===== src/rtl/rate_port_pkg.sv =====
// shared constants for the rate sensor serial port and its host
`default_nettype none
package rate_port_pkg;
  localparam int          FRAME_BITS     = 16;
  localparam int          CNT_W          = 5;
  localparam logic [4:0]  HOLD_END_EDGE  = 5'h0e;
  localparam logic [4:0]  LAST_EDGE      = 5'h10;
  localparam int          CFG_FLAG_BIT   = 15;
  localparam int          SRC_HI_BIT     = 11;
  localparam int          SRC_LO_BIT     = 10;
  localparam int          CODE_BIT       = 4;
  localparam logic [15:0] CMD_FIXED_MASK = 16'h4320;
  localparam logic [15:0] CMD_FIXED_VAL  = 16'h0300;
  localparam logic [1:0]  SRC_RATE       = 2'h0;
  localparam logic [1:0]  SRC_TEMP       = 2'h1;
  localparam logic [1:0]  SRC_AUX1       = 2'h2;
  localparam logic [1:0]  SRC_AUX2       = 2'h3;
  localparam logic [11:0] ST_SHIFT       = 12'h21c;
  localparam logic [11:0] OFFSET_HALF    = 12'h800;
  localparam logic [2:0]  CTRL_RESET     = 3'h0;
  localparam int          SCLK_HALF_DIV  = 4;
  localparam int          DIV_W          = 3;
  localparam int          CS_QUIET_CYC   = 2;
endpackage
`default_nettype wire


===== src/rtl/rate_link_if.sv =====
// serial link between host master and rate sensor port
`default_nettype none
interface rate_link_if;
  logic chip_sel_n;
  logic sclk;
  logic serial_in;
  logic serial_out;
  logic serial_out_oe;
  wire  serial_out_line = serial_out_oe ? serial_out : 1'b1;
  modport device (input chip_sel_n, sclk, serial_in, output serial_out, serial_out_oe);
  modport host   (output chip_sel_n, sclk, serial_in, input serial_out, serial_out_oe, serial_out_line);
endinterface
`default_nettype wire


===== src/rtl/rate_sensor_serial_port.sv =====
// device end: serial port, control register and conversion sequencing
// Overview of operation
// - chip select high: output off, inputs ignored
// - sixteen clocks per full duplex frame
// - host first bit: 1 configure, 0 read
// - first bit 0 keeps control register
// - input bits captured on clock falling edge
// - commit control word after sixteenth edge
// - short frame discards partial control word
// - select fall: drive output, hold, sample
// - fourteenth falling edge returns to track
// - falling edges step conversion, sixteen needed
// - short frame abandons conversion, output unchanged
// - host drives fixed bits at exact value
// - self test shifts rate output by 540 codes
// - both self tests together are harmless
// - two zeros, source, twelve data, then off
// - host command bit layout with fixed bits
// - source select and output coding bits
// - host uses polarity 1, phase 0
`default_nettype none
module rate_sensor_serial_port (
  input  wire logic        clk_in,          // system clock
  input  wire logic        rst_in,          // sync reset, high
  rate_link_if.device      link,            // serial link pins
  input  wire logic [11:0] rate_sample_in,  // rate sample, twos complement
  input  wire logic [11:0] temp_sample_in,  // temperature sample
  input  wire logic [11:0] aux1_sample_in,  // external input one
  input  wire logic [11:0] aux2_sample_in,  // external input two
  input  wire logic        self_test_neg_in,// negative self test
  input  wire logic        self_test_pos_in,// positive self test
  output logic [1:0]       source_select_out, // held source setting
  output logic             offset_code_out, // held coding setting
  output logic             tracking_out     // track-and-hold in track
);
  // two-flop synchronisers for link pins
  logic [1:0] cs_sync;
  logic [1:0] ck_sync;
  logic [1:0] di_sync;
  logic       cs_q;
  logic       ck_q;
  logic       st_n_q;
  logic       st_p_q;
  logic       st_n_s;
  logic       st_p_s;
  always_ff @(posedge clk_in) begin
    if (rst_in) begin
      cs_sync <= 2'h3;
      ck_sync <= 2'h3;
      di_sync <= 2'h0;
      cs_q    <= 1'b1;
      ck_q    <= 1'b1;
      st_n_q  <= 1'b0;
      st_p_q  <= 1'b0;
      st_n_s  <= 1'b0;
      st_p_s  <= 1'b0;
    end else begin
      cs_sync <= {cs_sync[0], link.chip_sel_n};
      ck_sync <= {ck_sync[0], link.sclk};
      di_sync <= {di_sync[0], link.serial_in};
      cs_q    <= cs_sync[1];
      ck_q    <= ck_sync[1];
      st_n_q  <= self_test_neg_in;
      st_p_q  <= self_test_pos_in;
      st_n_s  <= st_n_q;
      st_p_s  <= st_p_q;
    end
  end

  // edge detection on synchronised pins
  wire cs_level = cs_sync[1];
  wire cs_fall  = cs_q & ~cs_level;
  wire ck_fall  = ck_q & ~ck_sync[1] & ~cs_level;
  wire in_bit   = di_sync[1];

  // frame state
  logic [rate_port_pkg::CNT_W-1:0] edge_cnt;
  logic [15:0]                     rx_shift;
  logic [15:0]                     tx_shift;
  logic [11:0]                     held_sample;
  logic [11:0]                     out_word;
  logic [1:0]                      held_src;
  logic [1:0]                      out_src;
  logic                            drive;
  logic                            hold;
  logic [2:0]                      ctrl;

  // selected sample with self test offsets
  logic [11:0] raw_sel;
  always_comb begin
    unique case (ctrl[2:1])
      rate_port_pkg::SRC_RATE: raw_sel = rate_sample_in;
      rate_port_pkg::SRC_TEMP: raw_sel = temp_sample_in;
      rate_port_pkg::SRC_AUX1: raw_sel = aux1_sample_in;
      rate_port_pkg::SRC_AUX2: raw_sel = aux2_sample_in;
    endcase
  end
  wire        is_rate    = (ctrl[2:1] == rate_port_pkg::SRC_RATE);
  wire [11:0] st_minus   = (is_rate & st_n_s) ? rate_port_pkg::ST_SHIFT : 12'h000;
  wire [11:0] st_plus    = (is_rate & st_p_s) ? rate_port_pkg::ST_SHIFT : 12'h000;
  // both shifts applied together net out; wraps modulo twelve bits
  wire [11:0] tested     = raw_sel - st_minus + st_plus;
  wire [11:0] coded      = ctrl[0] ? (tested ^ rate_port_pkg::OFFSET_HALF) : tested;

  // frame word: zero, zero, source, twelve data bits
  wire [15:0] frame_word = {2'h0, out_src, out_word};
  wire        last_edge  = ck_fall & (edge_cnt == rate_port_pkg::LAST_EDGE - 5'h01);
  wire        hold_end   = ck_fall & (edge_cnt == rate_port_pkg::HOLD_END_EDGE - 5'h01);
  wire        cfg_frame  = rx_shift[14];   // first bit after fourteen more shifts
  wire [15:0] rx_full    = {rx_shift[14:0], in_bit};

  // edge counter, cleared whenever select is high
  always_ff @(posedge clk_in) begin
    if (rst_in || cs_level) begin
      edge_cnt <= '0;
    end else if (ck_fall && edge_cnt != rate_port_pkg::LAST_EDGE) begin
      edge_cnt <= edge_cnt + 5'h01;
    end
  end

  // receive shift register on falling edges
  always_ff @(posedge clk_in) begin
    if (rst_in || cs_fall) begin
      rx_shift <= 16'h0000;
    end else if (ck_fall && edge_cnt != rate_port_pkg::LAST_EDGE) begin
      rx_shift <= rx_full;
    end
  end

  // control register commit only on full configuration frames
  always_ff @(posedge clk_in) begin
    if (rst_in) begin
      ctrl <= rate_port_pkg::CTRL_RESET;
    end else if (last_edge && cfg_frame) begin
      ctrl <= {rx_full[rate_port_pkg::SRC_HI_BIT], rx_full[rate_port_pkg::SRC_LO_BIT],
               rx_full[rate_port_pkg::CODE_BIT]};
    end
  end

  // track-and-hold: sample on select fall, track on fourteenth edge
  always_ff @(posedge clk_in) begin
    if (rst_in) begin
      hold        <= 1'b0;
      held_sample <= 12'h000;
      held_src    <= rate_port_pkg::SRC_RATE;
    end else if (cs_fall) begin
      hold        <= 1'b1;
      held_sample <= coded;
      held_src    <= ctrl[2:1];
    end else if (hold_end) begin
      hold        <= 1'b0;
    end
  end

  // conversion result and its source kept only when all sixteen edges arrive
  // source travels with the data so a cut frame cannot pair new source, old data
  always_ff @(posedge clk_in) begin
    if (rst_in) begin
      out_word <= 12'h000;
      out_src  <= rate_port_pkg::SRC_RATE;
    end else if (last_edge) begin
      out_word <= held_sample;
      out_src  <= held_src;
    end
  end

  // transmit: drive from select fall, shift on falling edges
  always_ff @(posedge clk_in) begin
    if (rst_in || cs_level) begin
      drive    <= 1'b0;
      tx_shift <= 16'h0000;
    end else if (cs_fall) begin
      drive    <= 1'b1;
      tx_shift <= frame_word;
    end else if (last_edge) begin
      drive    <= 1'b0;
    end else if (ck_fall) begin
      tx_shift <= {tx_shift[14:0], 1'b0};
    end
  end

  assign link.serial_out    = tx_shift[15];
  assign link.serial_out_oe = drive;
  assign source_select_out  = ctrl[2:1];
  assign offset_code_out    = ctrl[0];
  assign tracking_out       = ~hold;
endmodule // rate_sensor_serial_port
`default_nettype wire


===== src/flat_wrapper.sv =====
// flat-port wrapper written by rule: the top's interface ports become plain ports
module rate_sensor_serial_port_flat 
  (clk_in, rst_in, rate_sample_in, temp_sample_in, aux1_sample_in, aux2_sample_in, self_test_neg_in, self_test_pos_in, source_select_out, offset_code_out, tracking_out, link_chip_sel_n, link_sclk, link_serial_in, link_serial_out, link_serial_out_oe);
  rate_link_if link_i ();
  input  wire logic clk_in;
  input  wire logic rst_in;
  input  wire logic [11:0] rate_sample_in;
  input  wire logic [11:0] temp_sample_in;
  input  wire logic [11:0] aux1_sample_in;
  input  wire logic [11:0] aux2_sample_in;
  input  wire logic self_test_neg_in;
  input  wire logic self_test_pos_in;
  output logic [1:0] source_select_out;
  output logic offset_code_out;
  output logic tracking_out;
  input wire logic [$bits(link_i.chip_sel_n)-1:0] link_chip_sel_n;
  input wire logic [$bits(link_i.sclk)-1:0] link_sclk;
  input wire logic [$bits(link_i.serial_in)-1:0] link_serial_in;
  output wire logic [$bits(link_i.serial_out)-1:0] link_serial_out;
  output wire logic [$bits(link_i.serial_out_oe)-1:0] link_serial_out_oe;
  assign link_i.chip_sel_n = link_chip_sel_n;
  assign link_i.sclk = link_sclk;
  assign link_i.serial_in = link_serial_in;
  assign link_serial_out = link_i.serial_out;
  assign link_serial_out_oe = link_i.serial_out_oe;
  rate_sensor_serial_port u_core (.clk_in(clk_in), .rst_in(rst_in), .link(link_i), .rate_sample_in(rate_sample_in), .temp_sample_in(temp_sample_in), .aux1_sample_in(aux1_sample_in), .aux2_sample_in(aux2_sample_in), .self_test_neg_in(self_test_neg_in), .self_test_pos_in(self_test_pos_in), .source_select_out(source_select_out), .offset_code_out(offset_code_out), .tracking_out(tracking_out));
endmodule

===== config.mk =====
export PLATFORM = sky130hd
export DESIGN_NAME = rate_sensor_serial_port_flat
export DESIGN_NICKNAME = d
export VERILOG_FILES = /design/src/rtl/rate_port_pkg.sv /design/src/rtl/rate_link_if.sv /design/src/rtl/rate_sensor_serial_port.sv /design/src/flat_wrapper.sv
export SDC_FILE = /design/constraint.sdc
export NUM_CORES = 1
export LEC_CHECK = 0
export BUFFER_PORTS_ARGS = -buffer_cell sky130_fd_sc_hd__buf_4
export CAP_MARGIN = 15
export CORE_MARGIN = 2
export CORE_UTILIZATION = 35
export CTS_CLUSTER_SIZE = 8
export DETAILED_ROUTE_END_ITERATION = 8
export HOLD_SLACK_MARGIN = 0.08
export PLACE_DENSITY = 0.65
export SLEW_MARGIN = 20
export SYNTH_ARGS = -nofsm -noshare
export SYNTH_HDL_FRONTEND = slang
export SYNTH_SLANG_ARGS = --single-unit

===== constraint.sdc =====
create_clock -name clk_in -period 7.46 [get_ports clk_in]
set_input_delay 0.373 -clock clk_in [delete_from_list [all_inputs] [get_ports clk_in]]
set_output_delay 0.373 -clock clk_in [all_outputs]
set_load 0.03 [all_outputs]

---- Yosys cells after proc, flatten, opt, wreduce, memory -nomap -nowiden ----
Cells that the tools add are included.
word-level totals
  word-level logic and storage cells ...... 64
  RAM bits ................................ 0
  input port bits ......................... 55
  output and inout bits ................... 6
  memories ................................ 0
  latch bits .............................. 0
  register bits ........................... 81
  bits in read-only memories .............. 0
cells by class
  eq/ne operators ......................... 7
  order comparisons ....................... 0
  mux-type cells .......................... 11
  add/sub/neg operators ................... 3
  bitwise logic cells ..................... 12
  multiply operators ...................... 0
  reductions and logical operators ........ 11
  shift-type cells ........................ 0
  divide/modulo/power cells ............... 0
operator list
  kind                                                  count
  one-hot mux 12 bit (4 select lines)                   1
  2-to-1 mux 14 bit                                     3
  2-to-1 mux 10 bit                                     2
  adder 12 bit                                          1
  2-to-1 mux 12 bit                                     1
  subtractor 12 bit                                     1
  equality test 5 x 4 -> 1 bit (second input constant)  2
  AND 1 bit                                             7
  nonzero test 2 bit                                    3
  adder 5 x 1 -> 5 bit (second input constant)          1
  != test 5 bit (second input constant)                 1
  inverter 1 bit                                        5
  equality test 2 bit (second input constant)           2
  2-to-1 mux 1 bit                                      4
  AND reduction 2 bit                                   2
  equality test 2 x 1 -> 1 bit (second input constant)  1
  logical AND 1 bit                                     2
  zero test 2 bit                                       1
  logical OR 1 bit                                      2
  != test 2 x 1 -> 1 bit (second input constant)        1
  OR reduction 2 bit                                    1

---- Logic depth before layout (Yosys ltp) ----
  word-level depth ........................ 7
  depth in mapped cells ................... 12

---- Worst setup path after synthesis ----
Ideal clock, no wire load.
  kind .................................... register to register
  from .................................... reg u_core.ctrl[2]
  to ...................................... reg u_core.held_sample[11]
  required time ........................... 7369 ps
  data arrival time ....................... 3353 ps
  setup time .............................. 91 ps
  cell stages (with the launch flop) ...... 13
  setup slack ............................. 4016 ps
  cell sequence ........................... dfxtp_1 > buf_6 > clkbuf_1 > mux4_2 > inv_1 > fa_1 > inv_1 > ha_1 > nor2b_1 > o31a_1 > o2111ai_1 > nand3_1 > a311oi_1
on the way
  word-level cells in the longest chain between the ends .. 7
RTL lines
  element                                                    line                            source
  start, declared                                            rate_sensor_serial_port.sv:86   logic [2:0] ctrl;
  start signal, assigned                                     rate_sensor_serial_port.sv:133  ctrl <= rate_port_pkg::CTRL_RESET;
  start signal, assigned                                     rate_sensor_serial_port.sv:135  ctrl <= {rx_full[rate_port_pkg::SRC_HI_BIT], rx_full[rate_port_pkg::SRC_LO_BIT],
  branches (longest 4 deep; another with subtractor 12 bit)  n/a
  adder 12 bit (*)                                           rate_sensor_serial_port.sv:102  wire [11:0] tested = raw_sel - st_minus + st_plus;
  inverter 1 bit (no source line)                            n/a
  2-to-1 mux 12 bit (*)                                      rate_sensor_serial_port.sv:103  wire [11:0] coded = ctrl[0] ? (tested ^ rate_port_pkg::OFFSET_HALF) : tested;
  end signal, assigned                                       rate_sensor_serial_port.sv:148  held_sample <= coded;
  end, declared                                              rate_sensor_serial_port.sv:80   logic [11:0] held_sample;
Mark *: on every way between the ends.
A chain may end at the register's enable or synchronous reset.

---- Worst setup path after layout ----
Ends and elaborated chain as after synthesis.

==> metrics.md <==
| Metric | Value |
|---|---|
| Synth cell count leaders | dfxtp_1, nand2_1, nor2_1 |
| Max Freq | 297.6 MHz |
| Ys Warns | 0 |
| WL/cell | around 12 microns |
| CTS Hold Bufs | 0 |
| Worst IR drop on VDD | approximately 0.00009 V |
| Number of DRC markers in iteration 0 | approximately 100 |
| Setup violations, final | 0 |
| Die Ht | ~110 microns |
| Pleak | around 1.7 nW |
| Ranking of synthesized cells by area | dfxtp_1, mux2i_1, mux4_2 |
| Main synth FF type | dfxtp_1 |
| Initial antenna violation count | 0 |
| Number of global-route vias before repair | between 2000 and 3000 |
| Die W | around 110 microns |
| TritonCTS Buffers | 9 |
| Synthesized flop and latch total | just over 80 |
| Post-synth EDFFs | 0 |
| Final setup skew | approximately 0.016 ns |
| Vias | a little under 3000 |
| Synth top area share | a little over two fifths |
| Psw | 0.2323 mW |
| Clk pwr share | a little over a third |
| DIE AREA | about 12000 sq um |
| Worst-margin pin slew | about 0.75 ns |
| Worst-path clk slew | approximately 0.1 ns |
| First-pass GRT wire length | between 10 and 15 mm |
| Top-count cell post-synth | dfxtp_1 |
| H-tree levels | 3 |
| Mapped Avg Cell Area | roughly 9.4 sq um |
| GRT Overall Usage | between 10% and 20% |
| DR vias/cell | between 4 and 5 |
| # nets final | roughly 530 |
| Status | finished, final reports clean |
| Pwr/cell area | roughly 190 nW/um^2 |
| Cell-internal power | a little over 0.6 mW |
| Ys async rst share | 0% |
| Largest net degree at the start of global routing | 47 |
| Initial core utilization | 35.75% |
| Slew headroom | 50.20% |
| Final Max Slew Viols | 0 |
| Clock latency on the worst-skew pair | about 0.36 ns |
| Hold Path Class | input port to register |
| FP Rows | 38 |
| Postcts setup bufs | 0 |
| Root Buffer | clkbuf_8 |
| Total power | 0.8553 mW |
| Post-Syn Area | 3859 sq um |
| Crit path DAT | 3.62 ns |
| Final WL | 7.208 mm |
| I/O Buffers | 60 |
| Yosys cell types | 45 |
| Placer congestion estimate | between 0.8 and 0.9 |
| Post_cts resized | 0 |
| Sw Share | between 20% and 30% |
| Dpl hpwl | 5.230 mm |
| Largest area contributor in the netlist | dfxtp_1 |
| Placed cell area | 4374 sq um |
| Layout cells sized above 1 | 21.55% |
| RSZ-0062 raised after global routing | false |
| TNS Setup | 0 ns |
| Combinational power share | about an eighth |
| # diodes | 0 |
| Setup crit start kind | register |
| Cell count after synthesis | between 400 and 500 |
| CTS tree | yes |
| Final Hold Viols | 0 |
| DRC viols | 0 |
| Kind of critical path | register to register |
| Placed Cells | 588 |
| TritonCTS Sinks | between 80 and 90 |
| P&R area growth vs syn | 18.45% |
| Ports | between 60 and 70 |
| CP Capture Type | register |
| Maximum fanout along the worst path | 16 |
| CP required | a little under 8 ns |
| Fin cells | between 600 and 700 |
| Max-Cap Viols | 0 |
| Sequential area share after synthesis | approximately 42% |
| Post-Layout Inst Area | around 4600 sq um |
| Global route overflow | 0 |
| Flop pwr share | 51.7% |
| 1st-pass router iterations | 4 |
| Synth Net Count | around 480 |
| Post-layout min period | around 3.4 ns |
| Hold Worst Slack | approximately 0.19 ns |
| ANT nets after route | 0 |
| Clock Path Buffers | 2 |
| Core area | ~11000 sq um |
| Fin crit share | around 45% |
-- through the flow --
| stage | utilization [%] | setup WS [ns] |
|---|---|---|
| 2_1_floorplan | - | 4.016 |
| 3_3_place_gp | 40.53 | 4.157 |
| 3_5_place_dp | 40.53 | 4.091 |
| 4_1_cts | 42.35 | 4.054 |
| 5_1_grt | 42.35 | 3.788 |
| 6_report | 42.35 | 4.100 |
-- logic make-up after synthesis --
family	Yosys count	share of synthesized area [%]
buffers and inverters	46	5.285
AO/OA/AOI/OAI	78	12.74
flip-flops	81	42.02
AND/OR/NAND/NOR	140	17.02
multiplexers	43	15.27
XOR/XNOR	6	1.362
adder cells (fa/ha/maj)	17	6.291
-- cell type report --
| class | instances | area, sq um |
|---|---|---|
| inverters | 21 | 78.83 |
| fillers | 1067 | 6222 |
| well taps | 140 | 175.2 |
| clock inverters | 7 | 72.57 |
| clock buffers | 9 | 123.9 |
| flip-flops and latches | 81 | 1622 |
| multi-input cells | 284 | 2033 |
| repair buffers | 62 | 465.4 |
-- state kept, by name (all words and copies together) (netlist names) --
| register | cells |
|---|---|
| u_core.link.serial_out_oe | 1 |
| u_core.rx_shift | 15 |
| u_core.edge_cnt | 5 |
| u_core.hold | 1 |
| u_core.st_n_q | 1 |
| u_core.di_sync | 2 |
| u_core.st_n_s | 1 |
| u_core.ck_sync | 2 |
| u_core.held_sample | 12 |
| u_core.st_p_q | 1 |
| u_core.tx_shift | 16 |
| u_core.cs_q | 1 |
| u_core.out_word | 12 |
| u_core.held_src | 2 |
| u_core.ctrl | 3 |
| u_core.st_p_s | 1 |
| u_core.out_src | 2 |
| u_core.ck_q | 1 |
| u_core.cs_sync | 2 |
-- power groups by stage --
| stage | Combinational (mW) | Sequential (mW) | Clock [mW] |
|---|---|---|---|
| 2_1_floorplan | 0.0699 | 0.452 | 0 |
| 3_3_place_gp | 0.102 | 0.452 | 0 |
| 3_5_place_dp | 0.106 | 0.452 | 0 |
| 4_1_cts | 0.106 | 0.442 | 0.318 |
| 5_1_grt | 0.119 | 0.443 | 0.342 |
| 6_report | 0.105 | 0.442 | 0.308 |
-- layout by cell type, fill, tap and decap left out, drive strengths merged, types with 2 or more instances in the layout --
cell,n
dfxtp,81
buf,62
nand2,57
nor2,43
a21oi,35
mux2i,30
inv,25
a211oi,14
ha,13
mux4,12
clkbuf,9
o21ai,8
nor2b,8
nor3,7
or2,6
o21a,4
a21o,4
nand3,4
fa,4
nand2b,3
xor2,3
xnor2,3
and2,2
and3,2
nor3b,2
nand4,2
o31a,2
a311oi,2
o22ai,2
nand3b,2
o31ai,2
clkinv,2
-- worst paths after layout --
check                                  startpoint                     end  slack [ns]  depth (start not counted)
worst max-delay path               u_core.ctrl[2]  u_core.held_sample[11]        4.10                         10
worst min register to register  u_core.cs_sync[0]       u_core.cs_sync[1]        0.42                          1
worst max register to register     u_core.ctrl[2]  u_core.held_sample[11]        4.10                         10
worst min-delay path                    link_sclk       u_core.ck_sync[0]        0.19                          2
-- routing by layer --
layer	routed length (microns)	GRT usage [%]	share of wire [%]	up-vias
li1	-	-	-	1511
met1	3496	17.95	49	1325
met2	3250	21.65	45	75
met3	388	4.005	5.4	5
met4	73	4.212	1.0	0
met5	0	0	0	-
-- critical path, stage by stage, from the launching register on --
cell and delay, ns:
dfxtp_1 0.81, mux4_2 0.59, inv_1 0.08, fa_1 0.40, inv_1 0.06, ha_1 0.26
nor2b_1 0.18, o31a_1 0.30, o2111ai_1 0.24, nand3_1 0.10, a311oi_1 0.25
Note: power is estimated with default switching activity, not from simulation.
